==> src/common/pbs_defs.vh <==
`ifndef PBS_DEFS_VH
`define PBS_DEFS_VH

// Pin widths, 36-bit organisation
`define PBS_ADDR_W 18
`define PBS_DATA_W 36
`define PBS_LANES 4
`define PBS_LANE_W 9

// Storage depth held in flip-flops; upper address bits alias
`define PBS_MEM_AW 5
`define PBS_MEM_DEPTH 32

// Write buffer
`define PBS_FIFO_DEPTH 8
`define PBS_FIFO_AW 3
`define PBS_FIFO_CW 4

// Buffer entry layout: {address, lane enables (low active), data}
`define PBS_ENT_DATA_LSB 0
`define PBS_ENT_LANE_LSB 36
`define PBS_ENT_ADDR_LSB 40
`define PBS_ENTRY_W 58

// Reset values
`define PBS_MODE_RESET 1'b1
`define PBS_LANES_RESET 4'hF
`define PBS_DATA_RESET 36'h0
`define PBS_ADDR_RESET 18'h0

// Pipeline depth from address sample to data on the bus
`define PBS_DATA_LATENCY 2

`endif

==> src/rtl/pbs_fifo.v <==
`timescale 1ns/1ps
`include "pbs_defs.vh"

module pbs_fifo #(
   parameter WIDTH = `PBS_ENTRY_W,
   parameter DEPTH = `PBS_FIFO_DEPTH,
   parameter AW = `PBS_FIFO_AW,
   parameter CW = `PBS_FIFO_CW
) (
   input wire ref_clk,
   input wire rst_b,
   input wire in_valid,
   output wire in_ready,
   input wire [WIDTH-1:0] in_data,
   output wire out_valid,
   input wire out_ready,
   output wire [WIDTH-1:0] out_data,
   output wire [WIDTH*DEPTH-1:0] store_flat,
   output wire [AW-1:0] head_idx,
   output wire [CW-1:0] fill_count
);

reg [AW-1:0] wr_ptr_q;
reg [AW-1:0] rd_ptr_q;
reg [CW-1:0] count_q;
wire push;
wire pop;

assign in_ready = (count_q != DEPTH[CW-1:0]);
assign out_valid = (count_q != {CW{1'b0}});
assign push = in_valid & in_ready;
assign pop = out_valid & out_ready;
assign out_data = store_flat[rd_ptr_q*WIDTH +: WIDTH];
assign head_idx = rd_ptr_q;
assign fill_count = count_q;

genvar g;
generate
   for (g = 0; g < DEPTH; g = g + 1) begin : g_entry
      localparam [AW-1:0] SLOT = g;
      reg [WIDTH-1:0] slot_q;
      assign store_flat[g*WIDTH +: WIDTH] = slot_q;
      // Payload needs no reset; count gates every use of it
      always @(posedge ref_clk) begin
         if (push && wr_ptr_q == SLOT) begin
            slot_q <= in_data;
         end
      end
   end
endgenerate

always @(posedge ref_clk or negedge rst_b) begin
   if (!rst_b) begin
      wr_ptr_q <= {AW{1'b0}};
      rd_ptr_q <= {AW{1'b0}};
      count_q <= {CW{1'b0}};
   end else begin
      if (push) begin
         wr_ptr_q <= wr_ptr_q + {{(AW-1){1'b0}}, 1'b1};
      end
      if (pop) begin
         rd_ptr_q <= rd_ptr_q + {{(AW-1){1'b0}}, 1'b1};
      end
      if (push && !pop) begin
         count_q <= count_q + {{(CW-1){1'b0}}, 1'b1};
      end else if (pop && !push) begin
         count_q <= count_q - {{(CW-1){1'b0}}, 1'b1};
      end
   end
end

endmodule // pbs_fifo

==> src/rtl/pbs_sram_port.v <==
`timescale 1ns/1ps
`include "pbs_defs.vh"

// Overview of operation
// RL1 - A burst steps the two low address bits through four words in the order the burst-order pin picks, reads and writes alike.
// RL2 - Sampling load/advance low ends any running burst and loads a fresh address and control set on that edge.
// RL3 - Read or write is fixed by the read/write pin at load time and that pin is ignored while advancing.
// RL4 - A write cycle starts when read/write and load/advance are both sampled low on the same rising edge.
// RL5 - The controller keeps the byte-lane qualifiers valid on every write cycle and every advancing write beat.
// RL6 - Byte-lane qualifiers come one cycle ahead of their beat's data and the device delays them to line up.
// RL7 - Lanes three and four exist only in the 36-bit organisation, the 18-bit one having just two lanes.
// RL8 - The device is selected only when chip select one and three are low and chip select two is high.
// RL9 - An edge with the clock gate sampled high is treated as absent and every register holds its state.
// RL10 - Any chip select sampled inactive starts a deselect cycle and the data bus then goes to high impedance.
// RL11 - Read data is driven, and write data is taken, two cycles after its address and control were sampled.
// RL12 - Burst-order high XORs the count with the start bits, low adds the count modulo four.
module pbs_sram_port (
   input wire ref_clk,
   input wire rst_b,
   input wire [`PBS_ADDR_W-1:0] addr,
   input wire chip_select_one_n,
   input wire chip_select_two,
   input wire chip_select_three_n,
   input wire load_or_advance_n,
   input wire write_enable_n,
   input wire [`PBS_LANES-1:0] byte_lane_write_n,
   input wire clock_gate_n,
   input wire burst_order_interleaved,
   input wire [`PBS_DATA_W-1:0] dq_in,
   output wire [`PBS_DATA_W-1:0] dq_out,
   output wire dq_oe,
   output wire write_buffer_ready
);

localparam ST_IDLE = 2'b00;
localparam ST_READ = 2'b01;
localparam ST_WRITE = 2'b10;

// Burst state
reg [1:0] state_q;
reg [1:0] state_d;
reg [`PBS_ADDR_W-1:0] base_addr_q;
reg [`PBS_ADDR_W-1:0] base_addr_d;
reg [1:0] start_q;
reg [1:0] start_d;
reg [1:0] count_q;
reg [1:0] count_d;
reg beat_valid;
reg beat_write;
reg [`PBS_ADDR_W-1:0] beat_addr;

// Pipeline stages
reg s1_valid_q;
reg s1_write_q;
reg [`PBS_ADDR_W-1:0] s1_addr_q;
reg s2_valid_q;
reg s2_write_q;
reg [`PBS_ADDR_W-1:0] s2_addr_q;
reg [`PBS_LANES-1:0] s2_lanes_q;

// Output drive
reg [`PBS_DATA_W-1:0] dq_out_q;
reg dq_oe_q;

// Mode strap synchroniser
reg mode_meta_q;
reg mode_sync_q;

// Read lookup
reg [`PBS_DATA_W-1:0] rd_word;
reg [`PBS_FIFO_AW-1:0] fwd_idx;
reg [`PBS_ENTRY_W-1:0] fwd_ent;
integer k;
integer l;

wire clk_run;
wire selected;
wire load_cycle;
wire s2_read;
wire push_valid;
wire [`PBS_ENTRY_W-1:0] push_ent;
wire drain_valid;
wire drain_ready;
wire [`PBS_ENTRY_W-1:0] drain_ent;
wire [`PBS_ENTRY_W*`PBS_FIFO_DEPTH-1:0] fifo_flat;
wire [`PBS_FIFO_AW-1:0] fifo_head;
wire [`PBS_FIFO_CW-1:0] fifo_count;
wire [`PBS_MEM_AW-1:0] drain_idx;
wire [`PBS_MEM_AW-1:0] rd_idx;
wire [`PBS_DATA_W-1:0] array_rd;
wire [1:0] burst_bits;
wire burst_bit_low;
wire burst_bit_high;

assign clk_run = ~clock_gate_n; // RL9
assign selected = ~chip_select_one_n & chip_select_two & ~chip_select_three_n; // RL8
assign load_cycle = ~load_or_advance_n;
assign s2_read = s2_valid_q & ~s2_write_q;

// Next word in the burst; count already stepped
function [1:0] burst_step;
   input [1:0] start;
   input [1:0] cnt;
   input interleave;
   begin
      if (interleave) begin
         burst_step = start ^ cnt; // RL12
      end else begin
         burst_step = start + cnt; // RL12
      end
   end
endfunction

assign burst_bits = burst_step(start_q, count_q + 2'b01, mode_sync_q); // RL1
assign burst_bit_low = burst_bits[0];
assign burst_bit_high = burst_bits[1];

// Static strap from a pin, so it is synchronised; held while the clock is gated
always @(posedge ref_clk or negedge rst_b) begin
   if (!rst_b) begin
      mode_meta_q <= `PBS_MODE_RESET;
      mode_sync_q <= `PBS_MODE_RESET;
   end else if (clk_run) begin // RL9
      mode_meta_q <= burst_order_interleaved;
      mode_sync_q <= mode_meta_q;
   end
end

always @* begin
   state_d = state_q;
   base_addr_d = base_addr_q;
   start_d = start_q;
   count_d = count_q;
   beat_valid = 1'b0;
   beat_write = 1'b0;
   beat_addr = base_addr_q;
   if (!selected) begin
      state_d = ST_IDLE; // RL10
   end else if (load_cycle) begin
      base_addr_d = addr; // RL2
      start_d = addr[1:0];
      count_d = 2'b00;
      beat_valid = 1'b1;
      beat_write = ~write_enable_n; // RL4
      beat_addr = addr;
      if (write_enable_n) begin
         state_d = ST_READ; // RL3
      end else begin
         state_d = ST_WRITE; // RL3
      end
   end else begin
      case (state_q)
         ST_IDLE: begin
            state_d = ST_IDLE;
         end
         ST_READ, ST_WRITE: begin
            // Read/write pin is not looked at here
            count_d = count_q + 2'b01; // RL1
            beat_valid = 1'b1;
            beat_write = (state_q == ST_WRITE); // RL3
            beat_addr = {base_addr_q[`PBS_ADDR_W-1:2], burst_bit_high, burst_bit_low}; // RL1
         end
         default: begin
            state_d = ST_IDLE;
         end
      endcase
   end
end

always @(posedge ref_clk or negedge rst_b) begin
   if (!rst_b) begin
      state_q <= ST_IDLE;
      base_addr_q <= `PBS_ADDR_RESET;
      start_q <= 2'b00;
      count_q <= 2'b00;
   end else if (clk_run) begin // RL9
      state_q <= state_d;
      base_addr_q <= base_addr_d;
      start_q <= start_d;
      count_q <= count_d;
   end
end

// Two-stage pipe; lanes enter one edge after the address
always @(posedge ref_clk or negedge rst_b) begin
   if (!rst_b) begin
      s1_valid_q <= 1'b0;
      s1_write_q <= 1'b0;
      s1_addr_q <= `PBS_ADDR_RESET;
      s2_valid_q <= 1'b0;
      s2_write_q <= 1'b0;
      s2_addr_q <= `PBS_ADDR_RESET;
      s2_lanes_q <= `PBS_LANES_RESET;
   end else if (clk_run) begin // RL9
      s1_valid_q <= beat_valid;
      s1_write_q <= beat_write;
      s1_addr_q <= beat_addr;
      s2_valid_q <= s1_valid_q; // RL11
      s2_write_q <= s1_write_q;
      s2_addr_q <= s1_addr_q;
      s2_lanes_q <= byte_lane_write_n; // RL6
   end
end

// Write beat: data taken on the second edge after its address
assign push_valid = clk_run & s2_valid_q & s2_write_q; // RL11
assign push_ent = {s2_addr_q, s2_lanes_q, dq_in}; // RL6

// Array is modelled single ported, so a read cycle stalls the drain
assign drain_ready = clk_run & ~s2_read;

pbs_fifo #(
   .WIDTH(`PBS_ENTRY_W),
   .DEPTH(`PBS_FIFO_DEPTH),
   .AW(`PBS_FIFO_AW),
   .CW(`PBS_FIFO_CW)
) u_wr_buf (
   .ref_clk(ref_clk),
   .rst_b(rst_b),
   .in_valid(push_valid),
   .in_ready(write_buffer_ready),
   .in_data(push_ent),
   .out_valid(drain_valid),
   .out_ready(drain_ready),
   .out_data(drain_ent),
   .store_flat(fifo_flat),
   .head_idx(fifo_head),
   .fill_count(fifo_count)
);

assign drain_idx = drain_ent[`PBS_ENT_ADDR_LSB +: `PBS_MEM_AW];
assign rd_idx = s2_addr_q[`PBS_MEM_AW-1:0];

// One storage column per byte lane; a lane writes only if its enable was low
genvar g;
generate
   for (g = 0; g < `PBS_LANES; g = g + 1) begin : g_lane
      reg [`PBS_LANE_W-1:0] lane_mem_q [0:`PBS_MEM_DEPTH-1];
      assign array_rd[g*`PBS_LANE_W +: `PBS_LANE_W] = lane_mem_q[rd_idx];
      always @(posedge ref_clk) begin
         if (drain_valid && drain_ready && !drain_ent[`PBS_ENT_LANE_LSB + g]) begin // RL7
            lane_mem_q[drain_idx] <= drain_ent[g*`PBS_LANE_W +: `PBS_LANE_W];
         end
      end
   end
endgenerate

// Pending writes overlay the array, oldest first, so the newest byte wins
always @* begin
   rd_word = array_rd;
   fwd_idx = {`PBS_FIFO_AW{1'b0}};
   fwd_ent = {`PBS_ENTRY_W{1'b0}};
   for (k = 0; k < `PBS_FIFO_DEPTH; k = k + 1) begin
      fwd_idx = fifo_head + k[`PBS_FIFO_AW-1:0];
      fwd_ent = fifo_flat[fwd_idx*`PBS_ENTRY_W +: `PBS_ENTRY_W];
      if ((k[`PBS_FIFO_CW-1:0] < fifo_count) &&
          (fwd_ent[`PBS_ENT_ADDR_LSB +: `PBS_MEM_AW] == rd_idx)) begin
         for (l = 0; l < `PBS_LANES; l = l + 1) begin
            if (!fwd_ent[`PBS_ENT_LANE_LSB + l]) begin
               rd_word[l*`PBS_LANE_W +: `PBS_LANE_W] = fwd_ent[l*`PBS_LANE_W +: `PBS_LANE_W];
            end
         end
      end
   end
end

// Bus drive; released after write beats and deselects alike
always @(posedge ref_clk or negedge rst_b) begin
   if (!rst_b) begin
      dq_out_q <= `PBS_DATA_RESET;
      dq_oe_q <= 1'b0;
   end else if (clk_run) begin // RL9
      dq_oe_q <= s2_read; // RL10
      if (s2_read) begin
         dq_out_q <= rd_word; // RL11
      end
   end
end

assign dq_out = dq_out_q;
assign dq_oe = dq_oe_q;

endmodule // pbs_sram_port

==> config.mk <==
export PLATFORM = sky130hd
export DESIGN_NAME = pbs_sram_port
export DESIGN_NICKNAME = d
export VERILOG_FILES = /design/src/rtl/pbs_fifo.v /design/src/rtl/pbs_sram_port.v
export VERILOG_INCLUDE_DIRS = /design/src /design/src/common
export SDC_FILE = /design/constraint.sdc
export NUM_CORES = 2
export LEC_CHECK = 0
export ABC_CLOCK_PERIOD_IN_PS = 6400
export CORE_ASPECT_RATIO = 0.75
export CORE_MARGIN = 4
export CORE_UTILIZATION = 50
export DETAILED_ROUTE_END_ITERATION = 8
export DONT_BUFFER_PORTS = 1
export GPL_TIMING_DRIVEN = 0
export SLEW_MARGIN = 20
export SYNTH_ARGS = -nofsm -noshare
export SYNTH_HDL_FRONTEND = slang
export SYNTH_SLANG_ARGS = --single-unit
==> constraint.sdc <==
create_clock -name ref_clk -period 6.4 [get_ports ref_clk]
set_input_delay 0.32 -clock ref_clk [delete_from_list [all_inputs] [get_ports ref_clk]]
set_output_delay 0.32 -clock ref_clk [all_outputs]
set_load 0.01 [all_outputs]
== After elaboration in Yosys (flattened, before gate mapping) ==
Memories as Yosys holds them, arrays and structs flattened.
Cells that the tools add are included.

* Memories kept: 4
* Register bits after elaboration: 581
* Input port bits: 67
* RAM bits: 1,152

* $mul: 8
* Add/subtract/negate cells: 12
* Bitwise gates (word level): 16
* Equality and inequality tests: 20
* Order comparisons: 8
* Shifts and indexed selects: 8
* Mux-type cells: 66
* Reduce and logical (&&, ||, !) cells: 37

{| class="wikitable"
|+ Memory list
! name !! depth !! width !! read ports !! clocked after Yosys merged registers in !! write ports !! line !! source
|-
| g_lane[0].lane_mem_q || 32 || 9 || 1 || 0 || 1 || pbs_sram_port.v:238 || <nowiki>reg [`PBS_LANE_W-1:0] lane_mem_q [0:`PBS_MEM_DEPTH-1];</nowiki>
|-
| g_lane[1].lane_mem_q || 32 || 9 || 1 || 0 || 1 || pbs_sram_port.v:238 ||
|-
| g_lane[2].lane_mem_q || 32 || 9 || 1 || 0 || 1 || pbs_sram_port.v:238 ||
|-
| g_lane[3].lane_mem_q || 32 || 9 || 1 || 0 || 1 || pbs_sram_port.v:238 ||
|}

{| class="wikitable"
|+ Operators with widths
! cell !! number
|-
| variable part select 464 x 10 -> 45 bit || 8
|-
| two-way mux 36 bit || 8
|-
| two-way mux 9 bit || 32
|-
| multiplier 3 x 5 -> 8 bit, second input constant || 8
|-
| equality test 5 bit || 8
|-
| two-way mux 18 bit || 2
|-
| logical AND 1 bit || 23
|-
| < comparator 3 x 4 -> 1 bit, first input constant || 4
|-
| two-way mux 2 bit || 8
|-
| two-way mux 1 bit || 14
|-
| adder 3 bit, second input constant || 4
|-
| equality test 3 bit, second input constant || 4
|-
| AND 1 bit || 8
|-
| < comparator 1 x 4 -> 1 bit, first input constant || 2
|-
| < comparator 2 x 4 -> 1 bit, first input constant || 2
|-
| two-way mux 4 bit || 2
|-
| NOT 1 bit || 7
|-
| adder 3 x 1 -> 3 bit, second input constant || 2
|-
| adder 3 x 2 -> 3 bit, second input constant || 2
|-
| equality test 3 x 2 -> 1 bit, second input constant || 2
|-
| logical NOT 1 bit || 6
|-
| AND reduction 3 bit || 2
|-
| adder 4 x 1 -> 4 bit, second input constant || 1
|-
| inequality test 4 bit, second input constant || 1
|-
| other kinds (14) || 15
|}

== Longest topological paths before layout ==
* Word-level depth: 19
* Mapped depth: 20

== By module ==
A second synthesis with hierarchy kept.

* Cell total of the unflattened synthesis: 4,611
* Area, all modules: 83,365.0 µm²

{| class="wikitable"
|+ Modules (own cells, without submodules)
! module !! cells each !! seq. area each (µm²) !! times used !! area each (µm²)
|-
| pbs_sram_port || 3,876 || 37,228.2 || 1 || 65,285.1
|-
| pbs_fifo || 735 || 14,183.6 || 1 || 18,079.8
|}

== Worst setup path before layout ==
No wires, ideal clock.

* Path type: register to register
* From: register u_wr_buf.rd_ptr_q[0], in the netlist u_wr_buf.head_idx[0]
* To: register dq_out_q[26], in the netlist dq_out[26]
* Setup time: 0.136 ns
* Period minus slack after synthesis: 3.944 ns
* Setup slack: 2.456 ns
* Cell stages (with the launch flop): 18
* Arrival time: 3.808 ns
* Cell sequence: dfrtp_1 > buf_6 > inv_2 > buf_1 > ha_1 > buf_4 > buf_4 > buf_2 > buf_4 > buf_4 > buf_4 > buf_2 > mux4_2 > mux2i_1 > o21ai_0 > a2bb2oi_1 > a2111oi_0 > nor3_1

{| class="wikitable"
|+ RTL lines
! what !! line !! source
|-
| start: declaration || pbs_fifo.v:24 || <nowiki>reg [AW-1:0] rd_ptr_q;</nowiki>
|-
| start signal: assignment || pbs_fifo.v:55 || <nowiki>rd_ptr_q <= {AW{1'b0}};</nowiki>
|-
| start signal: assignment || pbs_fifo.v:62 || <nowiki>rd_ptr_q <= rd_ptr_q + {{(AW-1){1'b0}}, 1'b1};</nowiki>
|-
| adder 3 bit * || pbs_sram_port.v:254 || <nowiki>fwd_idx = fifo_head + k[`PBS_FIFO_AW-1:0];</nowiki>
|-
| named net fwd_idx[0] || pbs_sram_port.v:71 || <nowiki>reg [`PBS_FIFO_AW-1:0] fwd_idx;</nowiki>
|-
| multiplier 3 x 5 -> 8 bit (no line) * || -- ||
|-
| variable part select 464 x 10 -> 45 bit * || pbs_sram_port.v:255 || <nowiki>fwd_ent = fifo_flat[fwd_idx*`PBS_ENTRY_W +: `PBS_ENTRY_W];</nowiki>
|-
| equality test 5 bit || pbs_sram_port.v:257 || <nowiki>(fwd_ent[`PBS_ENT_ADDR_LSB +: `PBS_MEM_AW] == rd_idx)) begin</nowiki>
|-
| logical AND 1 bit || pbs_sram_port.v:256 || <nowiki>if ((k[`PBS_FIFO_CW-1:0] < fifo_count) &&</nowiki>
|-
| two-way mux 36 bit * || pbs_sram_port.v:256 ||
|-
| end signal: assignment || pbs_sram_port.v:270 || <nowiki>dq_out_q <= `PBS_DATA_RESET;</nowiki>
|-
| end signal: assignment || pbs_sram_port.v:275 || <nowiki>dq_out_q <= rd_word;</nowiki>
|-
| end: declaration || pbs_sram_port.v:62 || <nowiki>reg [`PBS_DATA_W-1:0] dq_out_q;</nowiki>
|}

The timed path passes the listed nets; every way through them passes the cells marked *.
A chain may end at the register's enable or synchronous reset.

== Final worst setup path ==
* From: register u_wr_buf.rd_ptr_q[0], in the netlist u_wr_buf.head_idx[0]
* To: register dq_out_q[5], in the netlist dq_out[5]

Same word-level chain as after synthesis.

==> run summary <==
Final Hold Viols: 0
Yosys reg bits: 1588
core area: 150400 sq um
GPL Wtd Cong: 0.9685
Critical Path Start Type: flip-flop
Initial Utilization: 0.5051
RR Endpoint: dq_out[5]
RSZ-0062 raised after global routing: false
Slew headroom: 0.1422
initial drt markers: 8321
WS Path Type: flip-flop to flip-flop
vias in the first global route: 45340
clock network latency to the later pin of the worst-skew pair: 0.82 ns
All-Layer GR Usage: 0.3253
Post-Syn Instances: 4425
utilization after layout: 0.5618
Die H: 345.5 um
total negative slack: 0 ns
highest clock rate: 160.9 MHz
Max-cap violations: 0
ratio of cells with drive above 1 in the final layout: 0.2684
EDFF count, synth: 1512
die area: 158200 sq um
fin cells: 6786
fill count: 11500
Power Density: 522.9 nW/um^2
total power: 44.17 mW
Arr. time, crit path: 6.87 ns
R2R setup slack: 0.18 ns
commonest non-fill, non-tap cell in the layout: edfxtp_1
syn_nets: 4506
HPWL after DPL: 182.4 mm
CP Capture Type: flip-flop
iteration count of the initial detailed-routing pass: 7
H-tree depth: 4
Worst Max-Slew Pin Slew: 1.287 ns
dpl ws: 0.5719 ns
Setup WS post-layout: 0.1833 ns
number of buffers created by CTS: 157
critical-path cell list: buf_6, inv_2, buf_1, ha_1, xor2_1, buf_4, mux2i_1, xnor2_1, nor4_1, and3_1, buf_2, a21oi_1, nand2_1, a2111oi_0, a211oi_1
DRT antenna net count: 0
initial antenna violation count: 11
final setup vio count: 0
Slowest-stage cell, CP: a21oi_1
CP required: 7.06 ns
Async S/R FF share, synth: 0.04786
Layout area overhead: 11.22%
max-slew violation count: 0
top fanout value on the critical path: 10
CP peak stage delay: 0.95 ns
placed cells: 6436
grt total ovfl: 0
pin count of the biggest net entering global routing: 77
CTS Buffer Depth: 3
crit path time final: 6.217 ns
TritonCTS Sinks: 1588
Mapped Area: 75940 sq um
P_leak: 26.91 nW
Cell variety after synth: 88
Syn Area/Cell: 17.16 sq um
Via density: 7.087
hold crit path type: input port to asynchronous set/reset pin
total number of vias: 48090
global-route wire length before repair: 361.5 mm
detail-routed net length per standard cell: 38.36 um
Rows: 123
Reg clk slew, reported paths: 0.07 ns
most frequent cells in the layout: edfxtp_1 (1512), mux4_2 (710), nand2_1 (439)
FF-to-FF Start: u_wr_buf.head_idx[0]
final worst path period share: 0.9714
I/O pins: 105
register area: 47310 sq um
Primary FF master, synth: edfxtp_1
Syn. warnings: 0
Nets: 4733
DRC errors left: 0
Post-Route WL: 260.3 mm
outcome: finished, final reports clean
peak supply drop: 0.3320 mV
Chip Width: 458.0 um
Root Driver: clkbuf_16
CTS tree: yes
Register-to-Register Path Depth: 15
multi-input logic area: 27200 sq um
sequential area share after synthesis: 0.6230
clk_skew: 0.03979 ns
port bufs: 0
per-stage QoR:
step	hold slack (ns)	cell area [sq um]
after global placement	0.02738	78450
after floorplan	0.02441	75940
after global routing	0.08447	84450
after CTS	0.03396	84370
final	0.06005	84460
after detailed placement	0.02730	78880
how the worst max path moves through the flow:
stage,slack [ns],startpoint,depth (start not counted),end
2_1_floorplan,2.46,u_wr_buf.head_idx[0],17,dq_out[26]
3_3_place_gp,0.23,u_wr_buf.head_idx[1],14,dq_out[30]
3_5_place_dp,0.57,s2_addr_q[1],11,dq_out[26]
4_1_cts,0.58,s2_addr_q[1],11,dq_out[26]
5_1_grt,0.27,u_wr_buf.head_idx[0],17,dq_out[26]
6_report,0.18,u_wr_buf.head_idx[0],15,dq_out[5]
area by class of cell:
class,instances,share of cell area
antenna,5,0.0001481
buffer,314,0.01926
clock buffer,196,0.04850
clock inverter,92,0.009569
inverter,19,0.0008444
multi-input combinational,2504,0.3220
sequential,1588,0.5601
tap,2000,0.02963
timing repair buffer,68,0.009925
worst max-delay path: cells and delay by family, from the launching register on:
| kind | cells | cell delay, ns |
|---|---|---|
| fa+ha+maj | 1 | 0.33 |
| mux | 1 | 0.24 |
| simple gates | 3 | 0.95 |
| xor+xnor | 2 | 0.71 |
| compound gates | 3 | 1.88 |
| buf+inv | 5 | 1.53 |
| flops | 1 | 0.40 |
repair_timing:
action                    4_1_cts  5_1_grt
resized for setup               0        0
hold endpoints to repair      392        0
hold buffers                   57        0
setup buffers                   0        0
kinds of logic (layout without fill, tap and decap cells):
group                    after synthesis  after routing  share of synthesized area
multiplexers                         953            953                     0.2436
adder cells (fa/ha/maj)               14             14                   0.002307
XOR/XNOR                              49             49                   0.006195
flip-flops                          1588           1588                     0.6230
AO/OA/AOI/OAI                        460            460                    0.04254
AND/OR/NAND/NOR                     1028           1028                    0.06055
buffers and inverters                333            689                    0.02178
other                                  0              5                          0
cell usage after synthesis (6+ instances only):
| cell type | instances | area [sq um] |
|---|---|---|
| a21oi_1 | 55 | 275.3 |
| edfxtp_1 | 1512 | 45400 |
| clkbuf_1 | 126 | 473.0 |
| buf_2 | 70 | 350.3 |
| xnor2_1 | 35 | 306.5 |
| mux4_2 | 710 | 15990 |
| o21ai_0 | 75 | 375.4 |
| and2_1 | 18 | 112.6 |
| dfrtp_1 | 70 | 1752 |
| ha_1 | 14 | 175.2 |
| nand3b_1 | 9 | 67.56 |
| nor3_1 | 37 | 185.2 |
| buf_4 | 40 | 300.3 |
| a22oi_1 | 24 | 180.2 |
| nor4_1 | 10 | 62.56 |
| nand4_1 | 17 | 106.4 |
| dfstp_2 | 6 | 157.7 |
| o211ai_1 | 38 | 285.3 |
| nand2_1 | 439 | 1648 |
| buf_1 | 57 | 214.0 |
| mux2i_1 | 180 | 1802 |
| nand2b_1 | 9 | 56.30 |
| nand3_1 | 51 | 255.2 |
| and3_1 | 18 | 112.6 |
| a211oi_1 | 31 | 232.7 |
| nor2_1 | 342 | 1284 |
| and4_1 | 6 | 52.55 |
| a2111oi_1 | 6 | 60.06 |
| inv_1 | 15 | 56.30 |
| nor3b_1 | 21 | 157.7 |
| a22o_1 | 24 | 210.2 |
| a221oi_1 | 30 | 262.8 |
| buf_6 | 20 | 225.2 |
| nor2b_1 | 13 | 81.33 |
| a2111oi_0 | 14 | 122.6 |
| mux2_2 | 63 | 709.4 |
| xor2_1 | 10 | 87.58 |
| a21o_1 | 20 | 150.1 |
| a2bb2oi_1 | 7 | 61.31 |
| a31oi_1 | 31 | 193.9 |
| o22ai_1 | 53 | 331.6 |
report_power, final:
group          internal (mW)  switching, mW
logic                   6.73           14.3
registers               13.7          0.366
clock network           4.99           4.13
layer usage:
| layer | up-vias | part of all wire | GRT usage | wire length, um |
|---|---|---|---|---|
| li1 | 18670 | - | - | - |
| met1 | 25180 | 0.42 | 0.5010 | 108500 |
| met2 | 3739 | 0.40 | 0.4262 | 104900 |
| met3 | 501 | 0.15 | 0.1301 | 38760 |
| met4 | 6 | 0.031 | 0.09080 | 7965 |
| met5 | - | 0.00072 | 0.004827 | 187 |
flip-flops by register name (all words and copies together), names as in the netlist:
name / flops
dq_oe: 1
count_q: 2
s2_lanes_q: 4
s1_addr_q: 5
mode_sync_q: 1
s2_valid_q: 1
u_wr_buf.fill_count: 4
u_wr_buf.g_entry.slot_q: 360
s1_valid_q: 1
base_addr_q: 5
u_wr_buf.head_idx: 3
s2_addr_q: 5
mode_meta_q: 1
dq_out: 36
s2_write_q: 1
g_lane.lane_mem_q: 1152
u_wr_buf.wr_ptr_q: 3
s1_write_q: 1
state_q: 2
(Power assumes the default switching activity.)
